### src/pdccr_regs.svh
// register offsets, field positions, reset values and figures of the device capability/control bank
`ifndef PDCCR_REGS_SVH
`define PDCCR_REGS_SVH

// ****************************************************************
// register byte offsets and word indices
// ****************************************************************
`define PDCCR_OFS_CAP 8'hc4
`define PDCCR_OFS_CTL 8'hc8
`define PDCCR_IDX_CAP 6'h31
`define PDCCR_IDX_CTL 6'h32

// ****************************************************************
// capability word field positions
// ****************************************************************
`define PDCCR_CAP_MPS_LSB 0
`define PDCCR_CAP_RBER 15
`define PDCCR_CAP_SPLV_LSB 18
`define PDCCR_CAP_SPLS_LSB 26

// ****************************************************************
// control and status word field positions
// ****************************************************************
`define PDCCR_CTL_ERREN_LSB 0
`define PDCCR_CTL_MPS_LSB 5
`define PDCCR_CTL_AUX 10
`define PDCCR_STS_ERR_LSB 16
`define PDCCR_STS_AUXDET 20

// ****************************************************************
// reset values and limits
// ****************************************************************
`define PDCCR_MPS_SUP_256 3'h1
`define PDCCR_MPS_512 3'h2
`define PDCCR_RST_RBER 1'b1
`define PDCCR_RST_MPS 3'h0
`define PDCCR_RST_ERREN 4'h0
`define PDCCR_RST_SPLV 8'h00
`define PDCCR_RST_SPLS 2'h0
`define PDCCR_RST_AUX 1'b0
`define PDCCR_RST_AUXDET 1'b1

`endif

### src/pdccr_pkg.sv
// types shared by the device capability/control register bank
package pdccr_pkg;

   // classic wishbone request from the master
   typedef struct packed {
      logic cyc;
      logic stb;
      logic we;
      logic [7:0] adr;
      logic [3:0] sel;
      logic [31:0] dat;
   } pdccr_wb_req_type;

   // management bus or eeprom autoload override of advertised capability
   typedef struct packed {
      logic wr;
      logic [2:0] mps_sup;
      logic rber;
   } pdccr_override_type;

   // fields of a received slot power limit message
   typedef struct packed {
      logic valid;
      logic [7:0] value;
      logic [1:0] scale;
   } pdccr_spl_type;

   // state of the register bank except the logged error flags
   typedef struct packed {
      logic ack;
      logic [31:0] rdat;
      logic [2:0] mps_sup;
      logic rber;
      logic [7:0] spl_val;
      logic [1:0] spl_scl;
      logic [3:0] err_en;
      logic [2:0] mps;
      logic aux_en;
      logic aux_det;
   } pdccr_state_type;

   // state of one logged error flag
   typedef struct packed {
      logic flag;
   } pdccr_flag_state_type;

endpackage : pdccr_pkg

### src/pdccr_top.sv
// device capability and device control/status registers of one switch port, wishbone slave
// What this block does
// - supported payload resets from strap: 001/010
// - supported payload read-only, override up to 512
// - phantom functions supported reads zero
// - extended tag supported reads zero
// - acceptable latency fields read-only zero
// - role-based error bit resets one, overridable
// - upstream captures slot power limit value
// - upstream captures slot power limit scale
// - four error reporting enables, writable, reset zero
// - relaxed ordering enable reads zero
// - max payload writable, clamped to supported
// - extended tag and phantom enables read zero
// - sticky aux power enable, writable, reset zero
// - no snoop enable reads zero
// - max read request size hardwired zero
// - errors logged in status regardless of enables
//
// Decided for this implementation: the Wishbone interface to the registers.
`timescale 1ns/1ps
`default_nettype none
`include "pdccr_regs.svh"

module pdccr_top
   import pdccr_pkg::*;
#(
   parameter logic IS_UPSTREAM = 1'b1
) (
   input wire logic clk_i,
   input wire logic rst_i,
   input wire logic por_i,
   input wire logic ce_i,
   input wire pdccr_wb_req_type wb_i,
   output logic [31:0] wb_dat_o,
   output logic wb_ack_o,
   input wire logic payload_512_strap_i,
   input wire pdccr_override_type ovr_i,
   input wire pdccr_spl_type spl_i,
   input wire logic [3:0] err_det_i,
   input wire logic aux_pwr_det_i,
   output logic [3:0] err_report_en_o,
   output logic [2:0] max_payload_o,
   output logic aux_pwr_en_o,
   output logic [2:0] mps_supported_o,
   output logic [3:0] err_status_o
);

   // ****************************************************************
   // declarations
   // ****************************************************************
   pdccr_state_type st_ff; // registered state
   pdccr_state_type nxt_st; // next state
   logic any_rst; // either reset is active
   logic req; // a bus cycle is presented
   logic wr_cap; // write strobe at the capability word
   logic wr_ctl; // write strobe at the control/status word
   logic rd_cap; // address hits the capability word
   logic rd_ctl; // address hits the control/status word
   logic [2:0] ovr_mps; // override value limited to 512 bytes
   logic [2:0] sup_next; // supported payload after this cycle
   logic [2:0] mps_cand; // payload setting before clamping
   logic [2:0] mps_lim; // payload setting after clamping
   logic [31:0] cap_word; // assembled capability word
   logic [31:0] ctl_word; // assembled control/status word
   logic [3:0] err_clr; // write-one-to-clear strobes

   assign any_rst = rst_i || por_i;
   assign req = wb_i.cyc && wb_i.stb;
   assign rd_cap = (wb_i.adr[7:2] == `PDCCR_IDX_CAP);
   assign rd_ctl = (wb_i.adr[7:2] == `PDCCR_IDX_CTL);
   // a write takes effect at the edge where the master samples ack
   assign wr_cap = ce_i && req && wb_i.we && st_ff.ack && rd_cap;
   assign wr_ctl = ce_i && req && wb_i.we && st_ff.ack && rd_ctl;

   // ****************************************************************
   // payload clamps
   // ****************************************************************
   // an override can never advertise more than the port supports
   pdccr_clamp #(
      .W(3)
   ) u_ovr_clamp (
      .val_i(ovr_i.mps_sup),
      .limit_i(`PDCCR_MPS_512),
      .res_o(ovr_mps)
   );

   assign sup_next = (ce_i && ovr_i.wr) ? ovr_mps : st_ff.mps_sup;
   // the setting is re-clamped whenever the supported value shrinks too
   assign mps_cand = (wr_ctl && wb_i.sel[0]) ?
      wb_i.dat[`PDCCR_CTL_MPS_LSB +: 3] : st_ff.mps;

   pdccr_clamp #(
      .W(3)
   ) u_mps_clamp (
      .val_i(mps_cand),
      .limit_i(sup_next),
      .res_o(mps_lim)
   );

   // ****************************************************************
   // logged error flags
   // ****************************************************************
   // one flag per error class; enables do not gate logging
   for (genvar gi = 0; gi < 4; gi++) begin : g_err
      assign err_clr[gi] = wr_ctl && wb_i.sel[2] && wb_i.dat[`PDCCR_STS_ERR_LSB + gi];
      pdccr_flag #(
         .RESET_VAL(1'b0)
      ) u_flag (
         .clk_i(clk_i),
         .rst_i(any_rst),
         .ce_i(ce_i),
         .set_i(err_det_i[gi]),
         .clr_i(err_clr[gi]),
         .flag_o(err_status_o[gi])
      );
   end

   // ****************************************************************
   // read words
   // ****************************************************************
   // every bit not named here reads zero, hardwired or reserved
   always_comb begin
      cap_word = 32'h0000_0000;
      cap_word[`PDCCR_CAP_MPS_LSB +: 3] = st_ff.mps_sup;
      cap_word[`PDCCR_CAP_RBER] = st_ff.rber;
      cap_word[`PDCCR_CAP_SPLV_LSB +: 8] = st_ff.spl_val;
      cap_word[`PDCCR_CAP_SPLS_LSB +: 2] = st_ff.spl_scl;
   end

   // relaxed ordering, tag, phantom, no snoop and read size stay zero
   always_comb begin
      ctl_word = 32'h0000_0000;
      ctl_word[`PDCCR_CTL_ERREN_LSB +: 4] = st_ff.err_en;
      ctl_word[`PDCCR_CTL_MPS_LSB +: 3] = st_ff.mps;
      ctl_word[`PDCCR_CTL_AUX] = st_ff.aux_en;
      ctl_word[`PDCCR_STS_ERR_LSB +: 4] = err_status_o;
      ctl_word[`PDCCR_STS_AUXDET] = st_ff.aux_det;
   end

   // ****************************************************************
   // next state
   // ****************************************************************
   always_comb begin
      nxt_st = st_ff;
      if (any_rst) begin
         // strap is taken by the clocked reset, never asynchronously
         nxt_st.ack = 1'b0;
         nxt_st.rdat = 32'h0000_0000;
         nxt_st.mps_sup = payload_512_strap_i ? `PDCCR_MPS_512 : `PDCCR_MPS_SUP_256;
         nxt_st.rber = `PDCCR_RST_RBER;
         nxt_st.spl_val = `PDCCR_RST_SPLV;
         nxt_st.spl_scl = `PDCCR_RST_SPLS;
         nxt_st.err_en = `PDCCR_RST_ERREN;
         nxt_st.mps = `PDCCR_RST_MPS;
         nxt_st.aux_det = `PDCCR_RST_AUXDET;
         // the sticky enable survives an ordinary reset
         if (por_i) begin
            nxt_st.aux_en = `PDCCR_RST_AUX;
         end
      end else begin
         // bus answer: ack one cycle after the request, drop it next cycle
         nxt_st.ack = req && !st_ff.ack;
         if (req && !st_ff.ack) begin
            if (rd_cap) begin
               nxt_st.rdat = cap_word;
            end else if (rd_ctl) begin
               nxt_st.rdat = ctl_word;
            end else begin
               // unmapped address answers with zero
               nxt_st.rdat = 32'h0000_0000;
            end
         end else begin
            nxt_st.rdat = 32'h0000_0000;
         end
         // capability is read-only to the bus; wr_cap is deliberately ignored
         nxt_st.mps_sup = sup_next;
         if (ovr_i.wr) begin
            nxt_st.rber = ovr_i.rber;
         end
         // downstream ports leave the captured limit at zero
         if (IS_UPSTREAM && spl_i.valid) begin
            nxt_st.spl_val = spl_i.value;
            nxt_st.spl_scl = spl_i.scale;
         end
         if (wr_ctl && wb_i.sel[0]) begin
            nxt_st.err_en = wb_i.dat[`PDCCR_CTL_ERREN_LSB +: 4];
         end
         nxt_st.mps = mps_lim;
         if (wr_ctl && wb_i.sel[1]) begin
            nxt_st.aux_en = wb_i.dat[`PDCCR_CTL_AUX];
         end
         nxt_st.aux_det = aux_pwr_det_i;
      end
   end

   // ****************************************************************
   // state register
   // ****************************************************************
   // low clock enable freezes everything except a reset
   always_ff @(posedge clk_i) begin
      if (any_rst || ce_i) begin
         st_ff <= nxt_st;
      end
   end

   // ****************************************************************
   // outputs
   // ****************************************************************
   assign wb_ack_o = st_ff.ack;
   assign wb_dat_o = st_ff.rdat;
   assign err_report_en_o = st_ff.err_en;
   assign max_payload_o = st_ff.mps;
   assign aux_pwr_en_o = st_ff.aux_en;
   assign mps_supported_o = st_ff.mps_sup;
endmodule : pdccr_top

`default_nettype wire

### src/pdccr_clamp.sv
// limits a payload size code to an upper bound
`timescale 1ns/1ps
`default_nettype none

module pdccr_clamp #(
   parameter int W = 3
) (
   input wire logic [W-1:0] val_i,
   input wire logic [W-1:0] limit_i,
   output logic [W-1:0] res_o
);

   // ****************************************************************
   // clamp
   // ****************************************************************
   // larger codes mean larger payloads, so a plain compare suffices
   always_comb begin
      res_o = (val_i > limit_i) ? limit_i : val_i;
   end

endmodule : pdccr_clamp

`default_nettype wire

### src/pdccr_flag.sv
// one logged error flag, set by hardware and cleared by a write of one
`timescale 1ns/1ps
`default_nettype none

module pdccr_flag
   import pdccr_pkg::*;
#(
   parameter logic RESET_VAL = 1'b0
) (
   input wire logic clk_i,
   input wire logic rst_i,
   input wire logic ce_i,
   input wire logic set_i,
   input wire logic clr_i,
   output logic flag_o
);

   pdccr_flag_state_type st_ff; // registered flag
   pdccr_flag_state_type nxt_st; // next flag

   // ****************************************************************
   // next state
   // ****************************************************************
   // set wins over clear so an error landing on the clear is not lost
   always_comb begin
      nxt_st = st_ff;
      if (rst_i) begin
         nxt_st.flag = RESET_VAL;
      end else if (set_i) begin
         nxt_st.flag = 1'b1;
      end else if (clr_i) begin
         nxt_st.flag = 1'b0;
      end
   end

   // reset acts even while the clock enable is low
   always_ff @(posedge clk_i) begin
      if (rst_i || ce_i) begin
         st_ff <= nxt_st;
      end
   end

   assign flag_o = st_ff.flag;

endmodule : pdccr_flag

`default_nettype wire

### config.mk
export PLATFORM = sky130hd
export DESIGN_NAME = pdccr_top
export DESIGN_NICKNAME = d
export VERILOG_FILES = /design/src/pdccr_pkg.sv /design/src/pdccr_top.sv /design/src/pdccr_clamp.sv /design/src/pdccr_flag.sv
export VERILOG_INCLUDE_DIRS = /design/src
export SDC_FILE = /design/constraint.sdc
export NUM_CORES = 1
export LEC_CHECK = 0
export BUFFER_PORTS_ARGS = -buffer_cell sky130_fd_sc_hd__buf_2
export CAP_MARGIN = 25
export CELL_PAD_IN_SITES_DETAIL_PLACEMENT = 0
export CELL_PAD_IN_SITES_GLOBAL_PLACEMENT = 1
export CORE_MARGIN = 2
export CORE_UTILIZATION = 34
export DETAILED_ROUTE_END_ITERATION = 10
export MAX_ROUTING_LAYER = met4
export PLACE_DENSITY = 0.87
export REMOVE_ABC_BUFFERS = 1
export SKIP_LAST_GASP = 1
export SYNTH_ARGS = -nofsm -noshare
export SYNTH_HDL_FRONTEND = slang
export SYNTH_SLANG_ARGS = --single-unit
### constraint.sdc
create_clock -name clk_i -period 2.6 [get_ports clk_i]
set_input_delay 0.26 -clock clk_i [delete_from_list [all_inputs] [get_ports clk_i]]
set_output_delay 0.26 -clock clk_i [all_outputs]
set_load 0.005 [all_outputs]
# Word level (Yosys, flattened, before mapping)
# Index checks and enable logic that the tools add are counted.
[op_classes]
addsub = 0
multipliers = 0
div = 0
order_cmp = 2
eq_ne = 3
shifts = 0
mux = 21
bitwise_logic = 2
reduce_logical = 36
[op_table]
columns = ["cell", "count"]
rows = [
  ["$mux W28", 1],
  ["$mux W23", 1],
  ["$mux W21", 1],
  ["$logic_and A1 B1 Y1", 14],
  ["$reduce_and A2 Y1", 7],
  ["$eq A6 B6 Y1 const B", 2],
  ["$mux W3", 4],
  ["$reduce_bool A3 Y1", 4],
  ["$mux W1", 11],
  ["$mux W10", 1],
  ["$reduce_bool A2 Y1", 4],
  ["$mux W4", 1],
  ["$reduce_or A4 Y1", 1],
  ["$gt A3 B2 Y1 const B", 1],
  ["$gt A3 B3 Y1", 1],
  ["$reduce_and A3 Y1", 1],
  ["$reduce_or A3 Y1", 1],
  ["$logic_or A1 B1 Y1", 2],
  ["$mux W2", 1],
  ["$ne A2 B2 Y1 const B", 1],
  ["$not A1 Y1", 2],
  ["$reduce_or A2 Y1", 1],
  ["$logic_not A1 Y1", 1],
]
[word_totals]
register_bits = 60
latch_bits = 0
ramBits = 0
romBits = 0
inputBits = 73
output_inout_bits = 48
wordCells = 80
mem_count = 0

# Logic depth before layout (Yosys ltp)
[depth]
ltp_word = 10
depth_mapped = 9
mapped_depth_nobuf = 9

# Hierarchy
# Synthesis repeated with hierarchy kept, for this count alone.
[unflattened]
cells_unflattened = 217
hier_area_um2 = 2596.2
[by_module_without_submodules]
columns = ["module", "n_inst", "cells_each", "area_each_um2", "seq_area_each_um2"]
rows = [
  ["pdccr_top", 1, 173, 2175.8, 1351.3],
  ["pdccr_clamp", 2, 14, 115.1, 0.0],
  ["pdccr_flag", 4, 4, 47.5, 30.0],
]

# Worst setup path before layout
# Ideal clock, no wire load.
[synth_timing]
kind = "reg-to-reg"
start = "register st_ff (netlist bit wb_ack_o)"
end = "register st_ff (netlist bit max_payload_o[2]) (data pin)"
setup_time_ps = 167
arrival_time_ps = 2091
required_time_ps = 2433
slack_ps = 342
path_stages_with_launch = 10
path_buffers = 0
synth_period_minus_slack_ps = 2258
path_cell_list = "edfxtp_1 and3_1 nand4_1 mux2i_1 inv_1 ha_1 nand3_1 o21ai_0 or2_2 a211oi_1"
[synth_via]
elab_chain_len = 6
[synth_lines]
columns = ["item", "line", "text"]
rows = [
  ["from (decl)", "pdccr_top.sv:52", "pdccr_state_type st_ff;"],
  ["from (signal assigned)", "pdccr_top.sv:203", "st_ff <= nxt_st;"],
  ["$logic_and A1 B1 Y1 * (2 in series)", "pdccr_top.sv:74", "assign wr_ctl = ce_i && req && wb_i.we && st_ff.ack && rd_ctl;"],
  ["$logic_and A1 B1 Y1 *", "pdccr_top.sv:90", "assign mps_cand = (wr_ctl && wb_i.sel[0]) ?"],
  ["$mux W3 *", "pdccr_top.sv:90", ""],
  ["$gt A3 B3 Y1", "pdccr_clamp.sv:18", "res_o = (val_i > limit_i) ? limit_i : val_i;"],
  ["$mux W3 *", "pdccr_clamp.sv:18", ""],
]
# Every way passes the cells marked *; elsewhere a longest branch is shown, timed or not.
# A chain may end at the register's enable or synchronous reset.

# Final worst setup path
# Same ends and word-level chain as after synthesis.

==> run_results.csv <==
group,metric,value,unit
status,status,"complete, no violations",
layout,diodes,0,
logic_synthesis,synthFlopType,"edfxtp_1",
power_and_ir_drop,pwr_density_cell,610,nW/um2
sta,post-route-period-util,91.9,%
detailed_routing,antenna_left,0,
sta,rsz0062_at_grt,"false",
logic_synthesis,yosysTopAreaCellShare,61.7,%
detailed_routing,drt_iter0_drc,125,
setup_path,r2r-start,"wb_ack_o",
setup_path,endpoint_kind,"flop",
detailed_routing,vias_per_cell,4.53,
logic_synthesis,synth_seq_area_share,61.7,%
global_route,grt_overflow,0,
cts,cts_buffer_depth,2,
global_route,grt_use_met1,16.0,%
cts,clk-insertion-delay-late,300,ps
cts,clk_pin_slew,90,ps
floorplanning,die_x,87.8,um
setup_path,critical_path_required,2720,ps
cts,clkSinkCount,49,
logic_synthesis,ys.warnings.count,0,
worst_hold_path,min_from,"aux_pwr_det_i",
placed_design,dp_hpwl,3830,um
cts,htreeDepth,2,
logic_synthesis,synthArstFlopShare,0,%
sta,fin_worst_skew,7.73,ps
power_and_ir_drop,p_leak,1.38,nW
flow_run,maxCapViolations,0,
global_route,antenna_found_initial,0,
logic_synthesis,synth_cells,182,
placed_design,place.gp.congestion,0.832,
detailed_routing,routed_wl,4990,um
global_route,grt_max_degree,20,
floorplanning,start_util,35.1,%
logic_synthesis,synth_edf_count,49,
setup_path,worstPathMaxFanout,5,
floorplanning,die_h,87.8,um
sta,period_minus_slack,2390,ps
setup_path,cp_top_family,"simple AND/OR/NAND/NOR gates",
sta,max_slew.worst_pin.slew,868,ps
sta,whs,225,ps
placed_design,dp_cells,346,
cts,cts_root_buffer,"clkbuf_8",
setup_path,setup.worst_path.class,"flop to flop",
layout,final_nets,335,
global_route,grt_pass1_wl,7340,um
floorplanning,num_rows,30,
detailed_routing,drc,0,
setup_path,crit_arrival,2510,ps
detailed_routing,drt_first_pass_iters,4,
detailed_routing,wl_per_cell,14.0,um
logic_synthesis,yosys.area.top_type,"edfxtp_1",
sta,clock.fmax,418,MHz
global_route,busiest_layer,"met2",
logic_synthesis,synth.distinct_cells,35,
sta,tns,0,ps
sta,setup_violations,0,
setup_path,crit_buf_inv,1,
placed_design,port_buffers,86,
logic_synthesis,ys_seq_elements,49,
setup_path,setup.worst_path.start_class,"flop",
setup_path,startpoint,"wb_ack_o",
setup_path,critPathMaxStageDelay,420,ps
global_route,use_met3,2.73,%
worst_hold_path,hold_path.class,"primary input to flop",
layout,final_layout_size_suffix_gt1_share,41.9,%
global_route,grt_use_met2,21.6,%
floorplanning,core-area,6790,um2
sta,hold_violations,0,
detailed_routing,vias,1613,
layout,stdcell_count,356,
floorplanning,pin_count,121,
global_route,grt_pass1_vias,1501,
power_and_ir_drop,vdd_drop_max,0.269,mV
logic_synthesis,synth_area,2390,um2
sta,final-max-slew-violation-count,0,
layout,syn_to_final_growth,23.1,%
cts,cts_tree,"done",
global_route,grt_use_total,13.4,%
setup_path,crit_chain,"and3_1 > nand4_1 > mux2i_2 > inv_1 > ha_1 > nand3_1 > o21ai_1 > or2_2 > a211oi_1",
cts,numCtsBuffers,5,
sta,slew_headroom,42.2,%
setup_path,slowest_stage,"edfxtp_1",
floorplanning,dieArea,7700,um2
logic_synthesis,synth_area_per_cell,13.1,um2
logic_synthesis,synth_area_leaders,"edfxtp_1 62%, and2_1 7.9%, buf_4 7.9%",
[logic make-up (layout without fill, tap and decap cells)]
family                     count (synthesis)  count (layout)  synth area share [%]
AOI/OAI and AO/OA                         22              22                  7.45
adders and majority gates                  3               3                  1.57
buffers and inverters                     35             103                  9.91
DFF                                       49              49                  61.7
muxes                                      2               2                 0.839
other                                      1              11                 0.157
and+or+nand+nor                           70              70                  18.4
[layout by cell type (no fill, tap or decap), types with 4 or more instances in the layout]
cell and count:
a22o_1 7, edfxtp_1 49, clkbuf_8 5, buf_2 86
conb_1 11, buf_4 6, and2_1 30, a221o_1 4
nand2_1 10, and3_1 10
[report_power, final]
part | switching [mW] | internal [mW] | leakage [nW] | total [mW]
registers | 0.0223 | 0.921 | 0.549 | 0.944
logic | 0.110 | 0.104 | 0.764 | 0.214
clock network | 0.250 | 0.382 | 0.0681 | 0.632
total | 0.383 | 1.41 | 1.38 | 1.79
[final timing paths]
| path | to | slack [ps] | depth (start not counted) |
|---|---|---|---|
| hold / removal | ctl_word[20] | 230 | 2 |
| setup reg to reg | max_payload_o[2] | 210 | 9 |
| setup / recovery | max_payload_o[2] | 210 | 9 |
| hold reg to reg | wb_dat_o[21] | 520 | 1 |
[through the flow]
stage	power [mW]	setup WS, ps	utilization, %	cell area, um2
after CTS	1.80	34.5	42.9	2910
after global placement	1.16	140	40.9	2780
after global routing	1.87	40.3	43.2	2940
after floorplan	1.06	342	-	2200
final	1.79	210	43.2	2940
after detailed placement	1.17	11.1	40.9	2780
[synthesized netlist by cell type, types with 2 or more instances]
master,instances
edfxtp_1,49
and2_1,30
buf_4,25
and3_1,10
nand2_1,10
a22o_1,7
a221o_1,4
buf_2,3
clkbuf_1,3
ha_1,3
inv_1,3
nor2_1,3
or3_1,3
a211oi_1,2
a21oi_1,2
and4_1,2
mux2i_1,2
nand3_1,2
o21ai_0,2
or2_2,2
[registers in the layout, indices dropped and copies added (netlist names)]
name,cells
aux_pwr_en_o,1
ctl_word,1
err_report_en_o,4
wb_dat_o,21
wb_ack_o,1
max_payload_o,3
mps_supported_o,3
cap_word,11
g_err.u_flag.flag_o,4
[layout make-up]
cell class | instances | area, um2
fillers | 647 | 3860
flip-flops and latches | 49 | 1470
multi-input cells | 108 | 724
repair buffers | 92 | 475
well taps | 96 | 120
clock buffers | 5 | 68.8
clock inverters | 3 | 65.1
inverters | 3 | 11.3
[worst reg2reg max path, stage by stage (launching register included)]
cell and delay [ps]:
edfxtp_1 420, and3_1 190, nand4_1 150, mux2i_2 290
inv_1 80, ha_1 290, nand3_1 80, o21ai_1 130
or2_2 320, a211oi_1 260
[timing repair]
action / CTS / global route
setup endpoints to repair: 0 / 3
resized for setup: 0 / 3
hold buffers: 0 / 0
setup buffers: 0 / 2
[metal layers]
| layer | vias to the layer above | routed length, um |
|---|---|---|
| li1 | 781 | - |
| met1 | 748 | 2050 |
| met2 | 68 | 2470 |
| met3 | 16 | 317 |
| met4 | 0 | 146 |
| met5 | - | 0 |
(Power assumes the default switching activity.)
